## config.mk

```make
export PLATFORM = sky130hd
export DESIGN_NAME = decade_counter_seven_segment
export DESIGN_NICKNAME = d
export VERILOG_FILES = /design/src/hw/dc7_pkg.sv /design/src/hw/decade_counter_seven_segment.sv
export VERILOG_INCLUDE_DIRS = /design/src /design/src/hw
export SDC_FILE = /design/constraint.sdc
export NUM_CORES = 1
export LEC_CHECK = 0
export BUFFER_PORTS_ARGS = -buffer_cell sky130_fd_sc_hd__buf_2
export CAP_MARGIN = 20
export CORE_ASPECT_RATIO = 0.9
export CORE_MARGIN = 4
export CORE_UTILIZATION = 40
export CTS_CLUSTER_DIAMETER = 50
export DETAILED_ROUTE_END_ITERATION = 10
export PLACE_DENSITY = 0.61
export SLEW_MARGIN = 20
export SYNTH_ARGS = -nofsm -noshare
export SYNTH_HDL_FRONTEND = slang
export SYNTH_SLANG_ARGS = --single-unit
```

## constraint.sdc

```tcl
create_clock -name mclk_in -period 6.1 [get_ports mclk_in]
set_clock_uncertainty 0.15 [all_clocks]
set_input_delay 0.61 -clock mclk_in [delete_from_list [all_inputs] [get_ports mclk_in]]
set_output_delay 0.61 -clock mclk_in [all_outputs]
set_load 0.1 [all_outputs]
```

## src/hw/dc7_params.svh

```systemverilog
`ifndef DC7_PARAMS_SVH
`define DC7_PARAMS_SVH

// ----------------------------------------
// Widths
// ----------------------------------------
`define JC_W 5
`define AXI_AW 8
`define NUM_PINS 6

// ----------------------------------------
// Pin input indices
// ----------------------------------------
`define PIN_CLK 0
`define PIN_INH 1
`define PIN_RST 2
`define PIN_GATE 3
`define PIN_RBI 4
`define PIN_TEST 5

// ----------------------------------------
// Register map and fields
// ----------------------------------------
`define REG_CTRL 8'h00
`define REG_STATUS 8'h04
`define REG_SEGS 8'h08
`define CTRL_W 3
`define CTRL_RST 3'h0
`define CTRL_VAR_BIT 0
`define CTRL_INH_BIT 1
`define CTRL_CLR_BIT 2
`define ST_DIG_LSB 8
`define ST_CARRY_BIT 12
`define ST_SEG_LSB 16
`define SG_C_BIT 7
`define SG_GATE_BIT 8
`define SG_RBO_BIT 9
`define RESP_OKAY 2'h0
`define RESP_SLVERR 2'h2

// ----------------------------------------
// Counter codes and segment patterns
// ----------------------------------------
`define JC_ZERO 5'h00
`define JC_TOP_BIT 4
`define DIG_BAD 4'hf
`define SEG_C_IDX 2
`define SEG_OFF 7'h00
`define SEG_ALL 7'h7f
`define SEG_D0 7'h3f
`define SEG_D1 7'h06
`define SEG_D2 7'h5b
`define SEG_D3 7'h4f
`define SEG_D4 7'h66
`define SEG_D5 7'h6d
`define SEG_D6 7'h7d
`define SEG_D7 7'h07
`define SEG_D8 7'h7f
`define SEG_D9 7'h6f

`endif

```

## src/hw/dc7_pkg.sv

```systemverilog
package dc7_pkg;
  `include "dc7_params.svh"

  // ----------------------------------------
  // Register bus carriers
  // ----------------------------------------
  typedef struct packed {
    logic awvalid;
    logic [`AXI_AW-1:0] awaddr;
    logic wvalid;
    logic [31:0] wdata;
    logic [3:0] wstrb;
    logic bready;
    logic arvalid;
    logic [`AXI_AW-1:0] araddr;
    logic rready;
  } axil_req_t;

  typedef struct packed {
    logic awready;
    logic wready;
    logic bvalid;
    logic [1:0] bresp;
    logic arready;
    logic rvalid;
    logic [31:0] rdata;
    logic [1:0] rresp;
  } axil_rsp_t;

  // ----------------------------------------
  // Whole block state
  // ----------------------------------------
  typedef struct packed {
    logic [`NUM_PINS-1:0] s1;
    logic [`NUM_PINS-1:0] s2;
    logic [`NUM_PINS-1:0] s3;
    logic [`NUM_PINS-1:0] filt;
    logic [`JC_W-1:0] john;
    logic [`CTRL_W-1:0] ctrl;
    logic aw_got;
    logic [`AXI_AW-1:0] aw_addr;
    logic w_got;
    logic [31:0] w_data;
    logic [3:0] w_strb;
    logic bvalid;
    logic [1:0] bresp;
    logic rvalid;
    logic [31:0] rdata;
    logic [1:0] rresp;
    logic [6:0] seg;
    logic seg_c;
    logic gate_o;
    logic rbo;
    logic carry;
  } dc_state_t;
endpackage : dc7_pkg

```

## src/hw/decade_counter_seven_segment.sv

```systemverilog
// Design decisions made here: the AXI4-Lite register port and the address map.
`timescale 1ns/1ps
// Summary of operation
// Reset high clears the count to zero
// Count advances one per rising clock edge, inhibit low
// Inhibit high holds the count
// Five-stage Johnson counter, decoded to segments
// Illegal Johnson states return to valid sequence
// Carry completes one period per ten clocks
// Segments active high show digit 0 to 9
// Conventional patterns, a top, g middle
// Gated variant: gate low forces segments low
// Gated variant: carry and ungated c always live
// Gated variant: gate output follows gate input
// Ripple variant: zero with blank-in low blanks
// Ripple variant: blank-in high shows zero
// Blank-out low only while blanking a zero
// Integer side chains blanking downward from top
// Fraction side chains blanking upward from bottom
// Ripple variant: segment test high lights all segments
// Fully static, holds state without clock edges
`include "dc7_params.svh"

module decade_counter_seven_segment
  import dc7_pkg::*;
(
  input wire logic mclk_in,
  input wire logic sys_rst_in,
  input wire axil_req_t axi_req_in,
  output axil_rsp_t axi_rsp_out,
  input wire logic count_clk_in,
  input wire logic count_inhibit_in,
  input wire logic count_reset_in,
  input wire logic display_gate_in,
  input wire logic ripple_blank_in,
  input wire logic segment_test_in,
  output logic [6:0] seg_out,
  output logic seg_c_ungated_out,
  output logic display_gate_out,
  output logic ripple_blank_out,
  output logic decade_carry_out
);

  // ----------------------------------------
  // Helper functions
  // ----------------------------------------
  // Johnson code to digit, DIG_BAD for any illegal code
  function automatic logic [3:0] jc_digit(input logic [`JC_W-1:0] j);
    case (j)
      5'h00: jc_digit = 4'h0;
      5'h01: jc_digit = 4'h1;
      5'h03: jc_digit = 4'h2;
      5'h07: jc_digit = 4'h3;
      5'h0f: jc_digit = 4'h4;
      5'h1f: jc_digit = 4'h5;
      5'h1e: jc_digit = 4'h6;
      5'h1c: jc_digit = 4'h7;
      5'h18: jc_digit = 4'h8;
      5'h10: jc_digit = 4'h9;
      default: jc_digit = `DIG_BAD;
    endcase
  endfunction : jc_digit

  function automatic logic jc_legal(input logic [`JC_W-1:0] j);
    jc_legal = (jc_digit(j) != `DIG_BAD);
  endfunction : jc_legal

  // Twisted ring step: inverted top bit fed back into bit 0
  function automatic logic [`JC_W-1:0] jc_next(input logic [`JC_W-1:0] j);
    jc_next = {j[`JC_W-2:0], ~j[`JC_TOP_BIT]};
  endfunction : jc_next

  // Bit 0 is segment a, then clockwise, bit 6 is g
  function automatic logic [6:0] seg_of(input logic [`JC_W-1:0] j);
    case (jc_digit(j))
      4'h0: seg_of = `SEG_D0;
      4'h1: seg_of = `SEG_D1;
      4'h2: seg_of = `SEG_D2;
      4'h3: seg_of = `SEG_D3;
      4'h4: seg_of = `SEG_D4;
      4'h5: seg_of = `SEG_D5;
      4'h6: seg_of = `SEG_D6;
      4'h7: seg_of = `SEG_D7;
      4'h8: seg_of = `SEG_D8;
      4'h9: seg_of = `SEG_D9;
      default: seg_of = `SEG_OFF;
    endcase
  endfunction : seg_of

  dc_state_t q;
  dc_state_t d;
  logic [`NUM_PINS-1:0] pins;
  logic [`NUM_PINS-1:0] filt_d;
  logic cnt_edge;
  logic inh_eff;
  logic clr_eff;
  logic ripple_mode;
  logic aw_hs;
  logic w_hs;
  logic ar_hs;
  logic wr_fire;
  logic [`AXI_AW-1:0] wr_addr;
  logic [31:0] wr_data;
  logic [3:0] wr_strb;
  logic [6:0] dec_d;
  logic zero_blank_d;

  // ----------------------------------------
  // Pin filtering and count qualifiers
  // ----------------------------------------
  assign pins = {segment_test_in, ripple_blank_in, display_gate_in,
                 count_reset_in, count_inhibit_in, count_clk_in};
  // A pin change counts only once stages two and three agree
  assign filt_d = (q.s2 & q.s3) | (q.filt & (q.s2 ^ q.s3));
  assign cnt_edge = filt_d[`PIN_CLK] & ~q.filt[`PIN_CLK];
  // Pin and register inhibits are ORed so either side can freeze
  assign inh_eff = filt_d[`PIN_INH] | q.ctrl[`CTRL_INH_BIT];
  assign clr_eff = filt_d[`PIN_RST] | q.ctrl[`CTRL_CLR_BIT];
  assign ripple_mode = q.ctrl[`CTRL_VAR_BIT];

  // ----------------------------------------
  // Register bus handshakes
  // ----------------------------------------
  // Address and data are taken in either order, one write at a time
  assign axi_rsp_out.awready = ~q.aw_got & ~q.bvalid;
  assign axi_rsp_out.wready = ~q.w_got & ~q.bvalid;
  assign axi_rsp_out.arready = ~q.rvalid;
  assign axi_rsp_out.bvalid = q.bvalid;
  assign axi_rsp_out.bresp = q.bresp;
  assign axi_rsp_out.rvalid = q.rvalid;
  assign axi_rsp_out.rdata = q.rdata;
  assign axi_rsp_out.rresp = q.rresp;
  assign aw_hs = axi_req_in.awvalid & axi_rsp_out.awready;
  assign w_hs = axi_req_in.wvalid & axi_rsp_out.wready;
  assign ar_hs = axi_req_in.arvalid & axi_rsp_out.arready;
  assign wr_fire = (q.aw_got | aw_hs) & (q.w_got | w_hs);
  assign wr_addr = q.aw_got ? q.aw_addr : axi_req_in.awaddr;
  assign wr_data = q.w_got ? q.w_data : axi_req_in.wdata;
  assign wr_strb = q.w_got ? q.w_strb : axi_req_in.wstrb;

  // ----------------------------------------
  // Next state
  // ----------------------------------------
  always_comb begin
    d = q;
    d.s1 = pins;
    d.s2 = q.s1;
    d.s3 = q.s2;
    d.filt = filt_d;

    // Counter core; clear beats everything, bad codes recover at once
    if (clr_eff) begin
      d.john = `JC_ZERO;
    end else if (!jc_legal(q.john)) begin
      d.john = `JC_ZERO;
    end else if (cnt_edge && !inh_eff) begin
      d.john = jc_next(q.john);
    end else begin
      d.john = q.john;
    end

    // Outputs follow the next count so they never lag the state
    dec_d = seg_of(d.john);
    zero_blank_d = (d.john == `JC_ZERO) & ~filt_d[`PIN_RBI];
    d.carry = ~d.john[`JC_TOP_BIT];
    d.seg_c = dec_d[`SEG_C_IDX];
    if (ripple_mode) begin
      d.gate_o = 1'b0;
      d.rbo = ~zero_blank_d;
      if (filt_d[`PIN_TEST]) begin
        d.seg = `SEG_ALL;
      end else if (zero_blank_d) begin
        d.seg = `SEG_OFF;
      end else begin
        d.seg = dec_d;
      end
    end else begin
      d.gate_o = filt_d[`PIN_GATE];
      d.rbo = 1'b1;
      d.seg = filt_d[`PIN_GATE] ? dec_d : `SEG_OFF;
    end

    // Write channel bookkeeping
    if (q.bvalid && axi_req_in.bready) begin
      d.bvalid = 1'b0;
    end
    if (aw_hs) begin
      d.aw_got = 1'b1;
      d.aw_addr = axi_req_in.awaddr;
    end
    if (w_hs) begin
      d.w_got = 1'b1;
      d.w_data = axi_req_in.wdata;
      d.w_strb = axi_req_in.wstrb;
    end
    if (wr_fire) begin
      d.aw_got = 1'b0;
      d.w_got = 1'b0;
      d.bvalid = 1'b1;
      // Only the control word is writable; the rest answer SLVERR
      if (wr_addr == `REG_CTRL) begin
        d.bresp = `RESP_OKAY;
        if (wr_strb[0]) begin
          d.ctrl = wr_data[`CTRL_W-1:0];
        end
      end else begin
        d.bresp = `RESP_SLVERR;
      end
    end

    // Read channel: data captured at the address handshake
    if (q.rvalid && axi_req_in.rready) begin
      d.rvalid = 1'b0;
    end
    if (ar_hs) begin
      d.rvalid = 1'b1;
      d.rdata = 32'h0;
      d.rresp = `RESP_OKAY;
      case (axi_req_in.araddr)
        `REG_CTRL: d.rdata[`CTRL_W-1:0] = q.ctrl;
        `REG_STATUS: begin
          d.rdata[`JC_W-1:0] = q.john;
          d.rdata[`ST_DIG_LSB +: 4] = jc_digit(q.john);
          d.rdata[`ST_CARRY_BIT] = q.carry;
          d.rdata[`ST_SEG_LSB +: 7] = seg_of(q.john);
        end
        `REG_SEGS: begin
          d.rdata[6:0] = q.seg;
          d.rdata[`SG_C_BIT] = q.seg_c;
          d.rdata[`SG_GATE_BIT] = q.gate_o;
          d.rdata[`SG_RBO_BIT] = q.rbo;
        end
        default: d.rresp = `RESP_SLVERR;
      endcase
    end
  end

  // ----------------------------------------
  // State register
  // ----------------------------------------
  // Reset values match a zero count with every display input low
  always_ff @(posedge mclk_in or posedge sys_rst_in) begin
    if (sys_rst_in) begin
      q <= '0;
      q.carry <= 1'b1;
      q.rbo <= 1'b1;
      q.seg_c <= 1'b1;
    end else begin
      q <= d;
    end
  end

  assign seg_out = q.seg;
  assign seg_c_ungated_out = q.seg_c;
  assign display_gate_out = q.gate_o;
  assign ripple_blank_out = q.rbo;
  assign decade_carry_out = q.carry;
endmodule : decade_counter_seven_segment

```

# Word-level counts from Yosys, hierarchy flattened
# Memory sizes are Yosys's and may differ from the RTL's.
# Index checks and enable logic that the tools add are counted.
dict set report word_totals {
  n_memories 6
  mem_bits_ro 736
  mem_bits_rw 0
  ff_bits 115
  latch_bits 0
  inputBits 65
  elab_cells 98
  output_inout_bits 52
}
# name words word_bits rd rd_clocked_by_memory_dff wr line_no
set memory_table {}
lappend memory_table {{(no name shown)} 32 4 1 0 0 decade_counter_seven_segment.sv:49} ;# case (j)
lappend memory_table {{(no name shown)} 32 4 1 0 0 decade_counter_seven_segment.sv:49}
lappend memory_table {{(no name shown)} 32 4 1 0 0 decade_counter_seven_segment.sv:49}
lappend memory_table {{(no name shown)} 32 4 1 0 0 decade_counter_seven_segment.sv:49}
lappend memory_table {{(no name shown)} 16 7 1 0 0 decade_counter_seven_segment.sv:75} ;# case (jc_digit(j))
lappend memory_table {{(no name shown)} 16 7 1 0 0 decade_counter_seven_segment.sv:75}
dict set report op_classes {
  shift 0
  n_reduce_logical 13
  bitwise_logic 25
  div_mod_pow 0
  n_mux 30
  addsub 0
  mul 0
  n_lt_le_gt_ge 0
  n_eq_ne 3
}
# cell n
set ops {}
lappend ops {{$mux 37} 1}
lappend ops {{$mux 35} 1}
lappend ops {{$mux 7} 5}
lappend ops {{$logic_not 8->1} 2}
lappend ops {{$mux 5} 3}
lappend ops {{$and 6x6->6} 2}
lappend ops {{$mux 3} 4}
lappend ops {{$mux 4} 3}
lappend ops {{$mux 9} 1}
lappend ops {{$not 1->1} 9}
lappend ops {{$pmux 3 s3} 1}
lappend ops {{$and 1x1->1} 8}
lappend ops {{$eq 8x3->1 const B} 1}
lappend ops {{$eq 8x4->1 const B} 1}
lappend ops {{$mux 8} 1}
lappend ops {{$pmux 2 s2} 2}
lappend ops {{$reduce_bool 2->1} 4}
lappend ops {{$mux 2} 3}
lappend ops {{$or 6x6->6} 1}
lappend ops {{$xor 6x6->6} 1}
lappend ops {{$logic_not 5->1} 1}
lappend ops {{$mux 1} 5}
lappend ops {{$ne 4x4->1 const B} 1}
lappend ops {{$or 1x1->1} 4}
lappend ops {{other kinds (4)} 6}

# Logic depth before layout (Yosys ltp)
dict set report logic_depth {
  depth_word 14
  depth_mapped 24
  mapped_depth_nobuf 22
}

# Least setup slack after synthesis
# OpenSTA, ideal clock, no wires.
dict set report synth_timing {
  path_kind {flip-flop to flip-flop}
  start {register q[99] in the netlist's numbering}
  end {register q, in the netlist seg_out[6]}
  synth_period_minus_slack_ps 4375
  required_ps 5874
  slack_ps 1725
  stages_incl_launch_ff 24
  setup_ps 76
  path_buffers 2
  t_arrival_ps 4148
  path_cell_list {dfrtp_1 buf_2 inv_1 ha_1 nor3b_1 a21oi_1 a21oi_1 inv_1 ha_1 nand2_1 nor3_2 nand2b_1 buf_2 or2_2 inv_1 ha_1 and2_1 a21o_1 a221oi_2 o32ai_1 inv_1 ha_1 mux2_4 o21ai_1}
}
# element line_no
set synth_lines {}
lappend synth_lines {{from (decl)} decade_counter_seven_segment.sv:90} ;# dc_state_t q;

==> metrics.md <==
| Metric | Value |
|---|---|
| Outcome | complete, no violations |
| Antenna violations before repair | 0 |
| Synth-to-Final Area Change | 11.8% |
| Core Area | 10500 um2 |
| Hpwl dp | 6.26 mm |
| Hold Path Class | reg2reg |
| Synth Register Bits | 81 |
| Count of endpoints failing setup in the final report | 0 |
| Setup_tns | 0 ns |
| Residual DRC | 0 |
| Yosys Warn Count | 0 |
| Met3 GRT Util | 4.31% |
| Post-route ant nets | 0 |
| Cts hold-fix bufs | 0 |
| Clock share of power | 32.4% |
| H-tree levels | 3 |
| Antenna diodes | 0 |
| Clk slew on worst S/H paths | 0.06 ns |
| Vias in the first global route | about 2900 |
| CTS Buffer Depth | 2 |
| Max_cap viols | 0 |
| Worst path most repeated cell | ha_1 |
| Number of enable flip-flop cells after synthesis | 0 |
| Reg-to-reg startpoint | q[98] |
| Minimum clock period after layout | ~5.5 ns |
| Latest clock arrival within the worst-skew pair | 0.34 ns |
| Comb power frac | 31.3% |
| Die Height | 107 um |
| RSZ-0062 raised after global routing | no |
| Rel. slew slack | 45.5% |
| Synth area leader | dfrtp_1 |
| Port bufs | 70 |
| Netlist cell types | 66 |
| Worst path arrival time | 5.61 ns |
| Largest net degree at the start of global routing | 82 |
| Total die area | 12700 um2 |
| Hold Vio Cnt, Final | 0 |
| Total Power | 1.89 mW |
| Hold Slack | 0.196 ns |
| Hold path depth | 0 |
| Internal power | between 1 and 1.5 mW |
| Crit path launch type | flip-flop |
| Hold worst-path end | d[112] |
| Worst path required time | 6.18 ns |
| Post-Route WL | 8.43 mm |
| Register area share after synthesis | 46.3% |
| Crit path capture type | flip-flop |
| NetSw | 0.719 mW |
| Top FF cell, synth | dfrtp_1 |
| Synth area leaders | dfrtp_1 45%, buf_4 7.7%, ha_1 7.7%, mux2_2 4.1%, nand2_1 2.7% |
| GRT Max-Usage Layer | met2 |
| CP Cell Sequence | inv_1, ha_1, mux2_2, a21oi_1, a21oi_1, inv_1, ha_1, nand2_1, nor3_2, nand2b_1, nand2b_1, ha_1, nand3b_1, a211o_1, nand2_1, a21oi_1, o32ai_1, inv_1, ha_1, nor2b_1, o31ai_1 |
| First-pass GRT wire length | 14.3 mm |
| Post-CTS Setup Bufs | 0 |
| Clk sinks | 81 |
| GP Congestion | 0.868 |
| CTS buffer count | 9 |
| FFs w/ async S/R, synth | 100% |
| Met1 Resource Use GR | 19.1% |
| Initial Util | 41.9% |
| Nets | about 540 |
| Met2 Track Usage GR | 20.9% |
| 1st-pass router iterations | 4 |
| Fraction of layout cells with a size suffix above 1 | between 20% and 30% |
| Fmax achieved | 181 MHz |
| Synthesized area per cell | 10.6 um2 |
| RR Endpoint | seg_out[0] |
| Hold Startpoint | d[118] |
| Slew of the pin with the lowest slew margin | 0.816 ns |
| R2R depth | 21 |
| # IOs | between 100 and 150 |
| DR iter-0 viols | 185 |
| CTS resizes | 0 |
| CP peak stage delay | about 0.64 ns |
| Mapped Cells | slightly above 400 |
| R2R Setup Slk | 0.58 ns |
| CTS tree | built |
| Crit Path Category | reg2reg |
| Reg power frac | between 30 and 40% |
| Clk root buf | clkbuf_16 |
| Die X-Extent | 118 um |
| Sw Ratio | 38.0% |
| Cell Area, Synth | 4390 um2 |
| DR WL/cell | 14.4 um |
| Period Utilization, post-route | 90.6% |
| Synth top area share | 44.5% |
| Peak VDD IR | 376 uV |
| Leak pwr | 2.39 nW |
| Critical path peak fanout | 11 |
| Crit-path slowest cell | dfrtp_1 |
| Pins Over Slew Limit | 0 |
| Vias per Instance | 5.11 |
| GRT Residual Overflow | 0 |
| Row count | 35 |
| Via count | 2982 |
| PwrDens | 386 nW/um2 |
| Global Route Usage Sum | 14.0% |
cell families (layout without fill, tap and decap cells):
family          Yosys count  count (layout)  share of synthesized area (%)
other cells               1              14                         0.0855
buf+inv                  78             107                           11.0
flops                    81              81                           46.3
compound gates           94              94                           15.4
mux                      26              26                           6.50
simple gates            106             106                           13.0
fa+ha+maj                27              27                           7.70
how the worst max path moves through the flow:
stage	endpoint	start	slack, ns
4_1_cts	seg_out[0]	q[98]	0.58
3_5_place_dp	seg_out[0]	q[98]	0.64
3_3_place_gp	seg_out[3]	q[98]	0.62
2_1_floorplan	seg_out[6]	q[99]	1.73
5_1_grt	seg_out[0]	q[98]	0.15
6_report	seg_out[0]	q[98]	0.58
worst max-delay path, delay by kind of cell (launching register included):
kind	cells	cell delay (ns)
buffers and inverters	3	0.57
and+or+nand+nor	7	1.36
adders and majority gates	4	0.94
DFF	1	0.64
AOI/OAI and AO/OA	6	1.50
muxes	1	0.25
sequential cells by signal (all words and copies together), names as in the netlist:
name               flops
q                     34
axi_rsp_out           24
ripple_blank_out       1
decade_carry_out       1
seg_c_ungated_out      1
seg_out                7
d                     12
display_gate_out       1
through the flow:
step	setup slack (ns)	util, %	instance area (um2)	instances
after floorplan	1.73	-	4430	426
after global placement	0.616	43.5	4550	568
after detailed placement	0.637	43.5	4550	568
after CTS	0.576	46.8	4900	584
after global routing	0.154	46.8	4900	584
final	0.576	46.8	4900	584
Yosys cell counts, types with 4 or more instances:
cell and number:
o31ai_1 4, nand2b_1 4, ha_1 27, o21ai_0 18, buf_2 6, mux2i_1 9
and2_1 6, a21oi_1 22, mux2_2 16, nor2_1 26, dfrtp_1 78, nor2b_1 7
a22o_1 6, inv_1 17, buf_4 45, nand2_1 31, nor3b_1 6, a21o_1 9
clkbuf_1 7
cell usage in the layout, fill, tap and decap left out, drive strengths merged, types with 3 or more instances in the layout:
cell type	count
mux2i	9
o31ai	4
a22o	6
clkbuf	9
buf	73
or2	5
clkinv	3
nor3	3
nor2	28
ha	27
o21ai	21
and2	7
a21o	9
nor2b	7
a211oi	4
nor3b	7
inv	17
nand3	3
a21oi	23
nor4	3
dfrtp	78
conb	14
a22oi	3
mux2	17
dfstp	3
bufinv	3
nand2b	5
nand2	31
o22ai	3
cell type report:
type / count / area, um2
fill: 989 / 5570
clock inverter: 7 / 119
tap: 129 / 161
timing repair buffer: 73 / 377
multi-input combinational: 267 / 1920
sequential: 81 / 2030
inverter: 18 / 68.8
clock buffer: 9 / 225
power by group through the flow:
stage	Sequential (mW)	Combinational, mW	Clock (mW)
after global routing	0.701	0.630	0.658
after detailed placement	0.698	0.595	0
after CTS	0.689	0.596	0.630
after global placement	0.695	0.590	0
after floorplan	0.686	0.548	0
final	0.688	0.591	0.613
routing by layer:
metal | wire length (um) | up-vias | part of all wire [%]
li1 | - | 1460 | -
met1 | 3980 | 1408 | 47
met2 | 3740 | 100 | 44
met3 | 553 | 14 | 6.6
met4 | 157 | 0 | 1.9
met5 | 0 | - | 0
(Power assumes the default switching activity.)
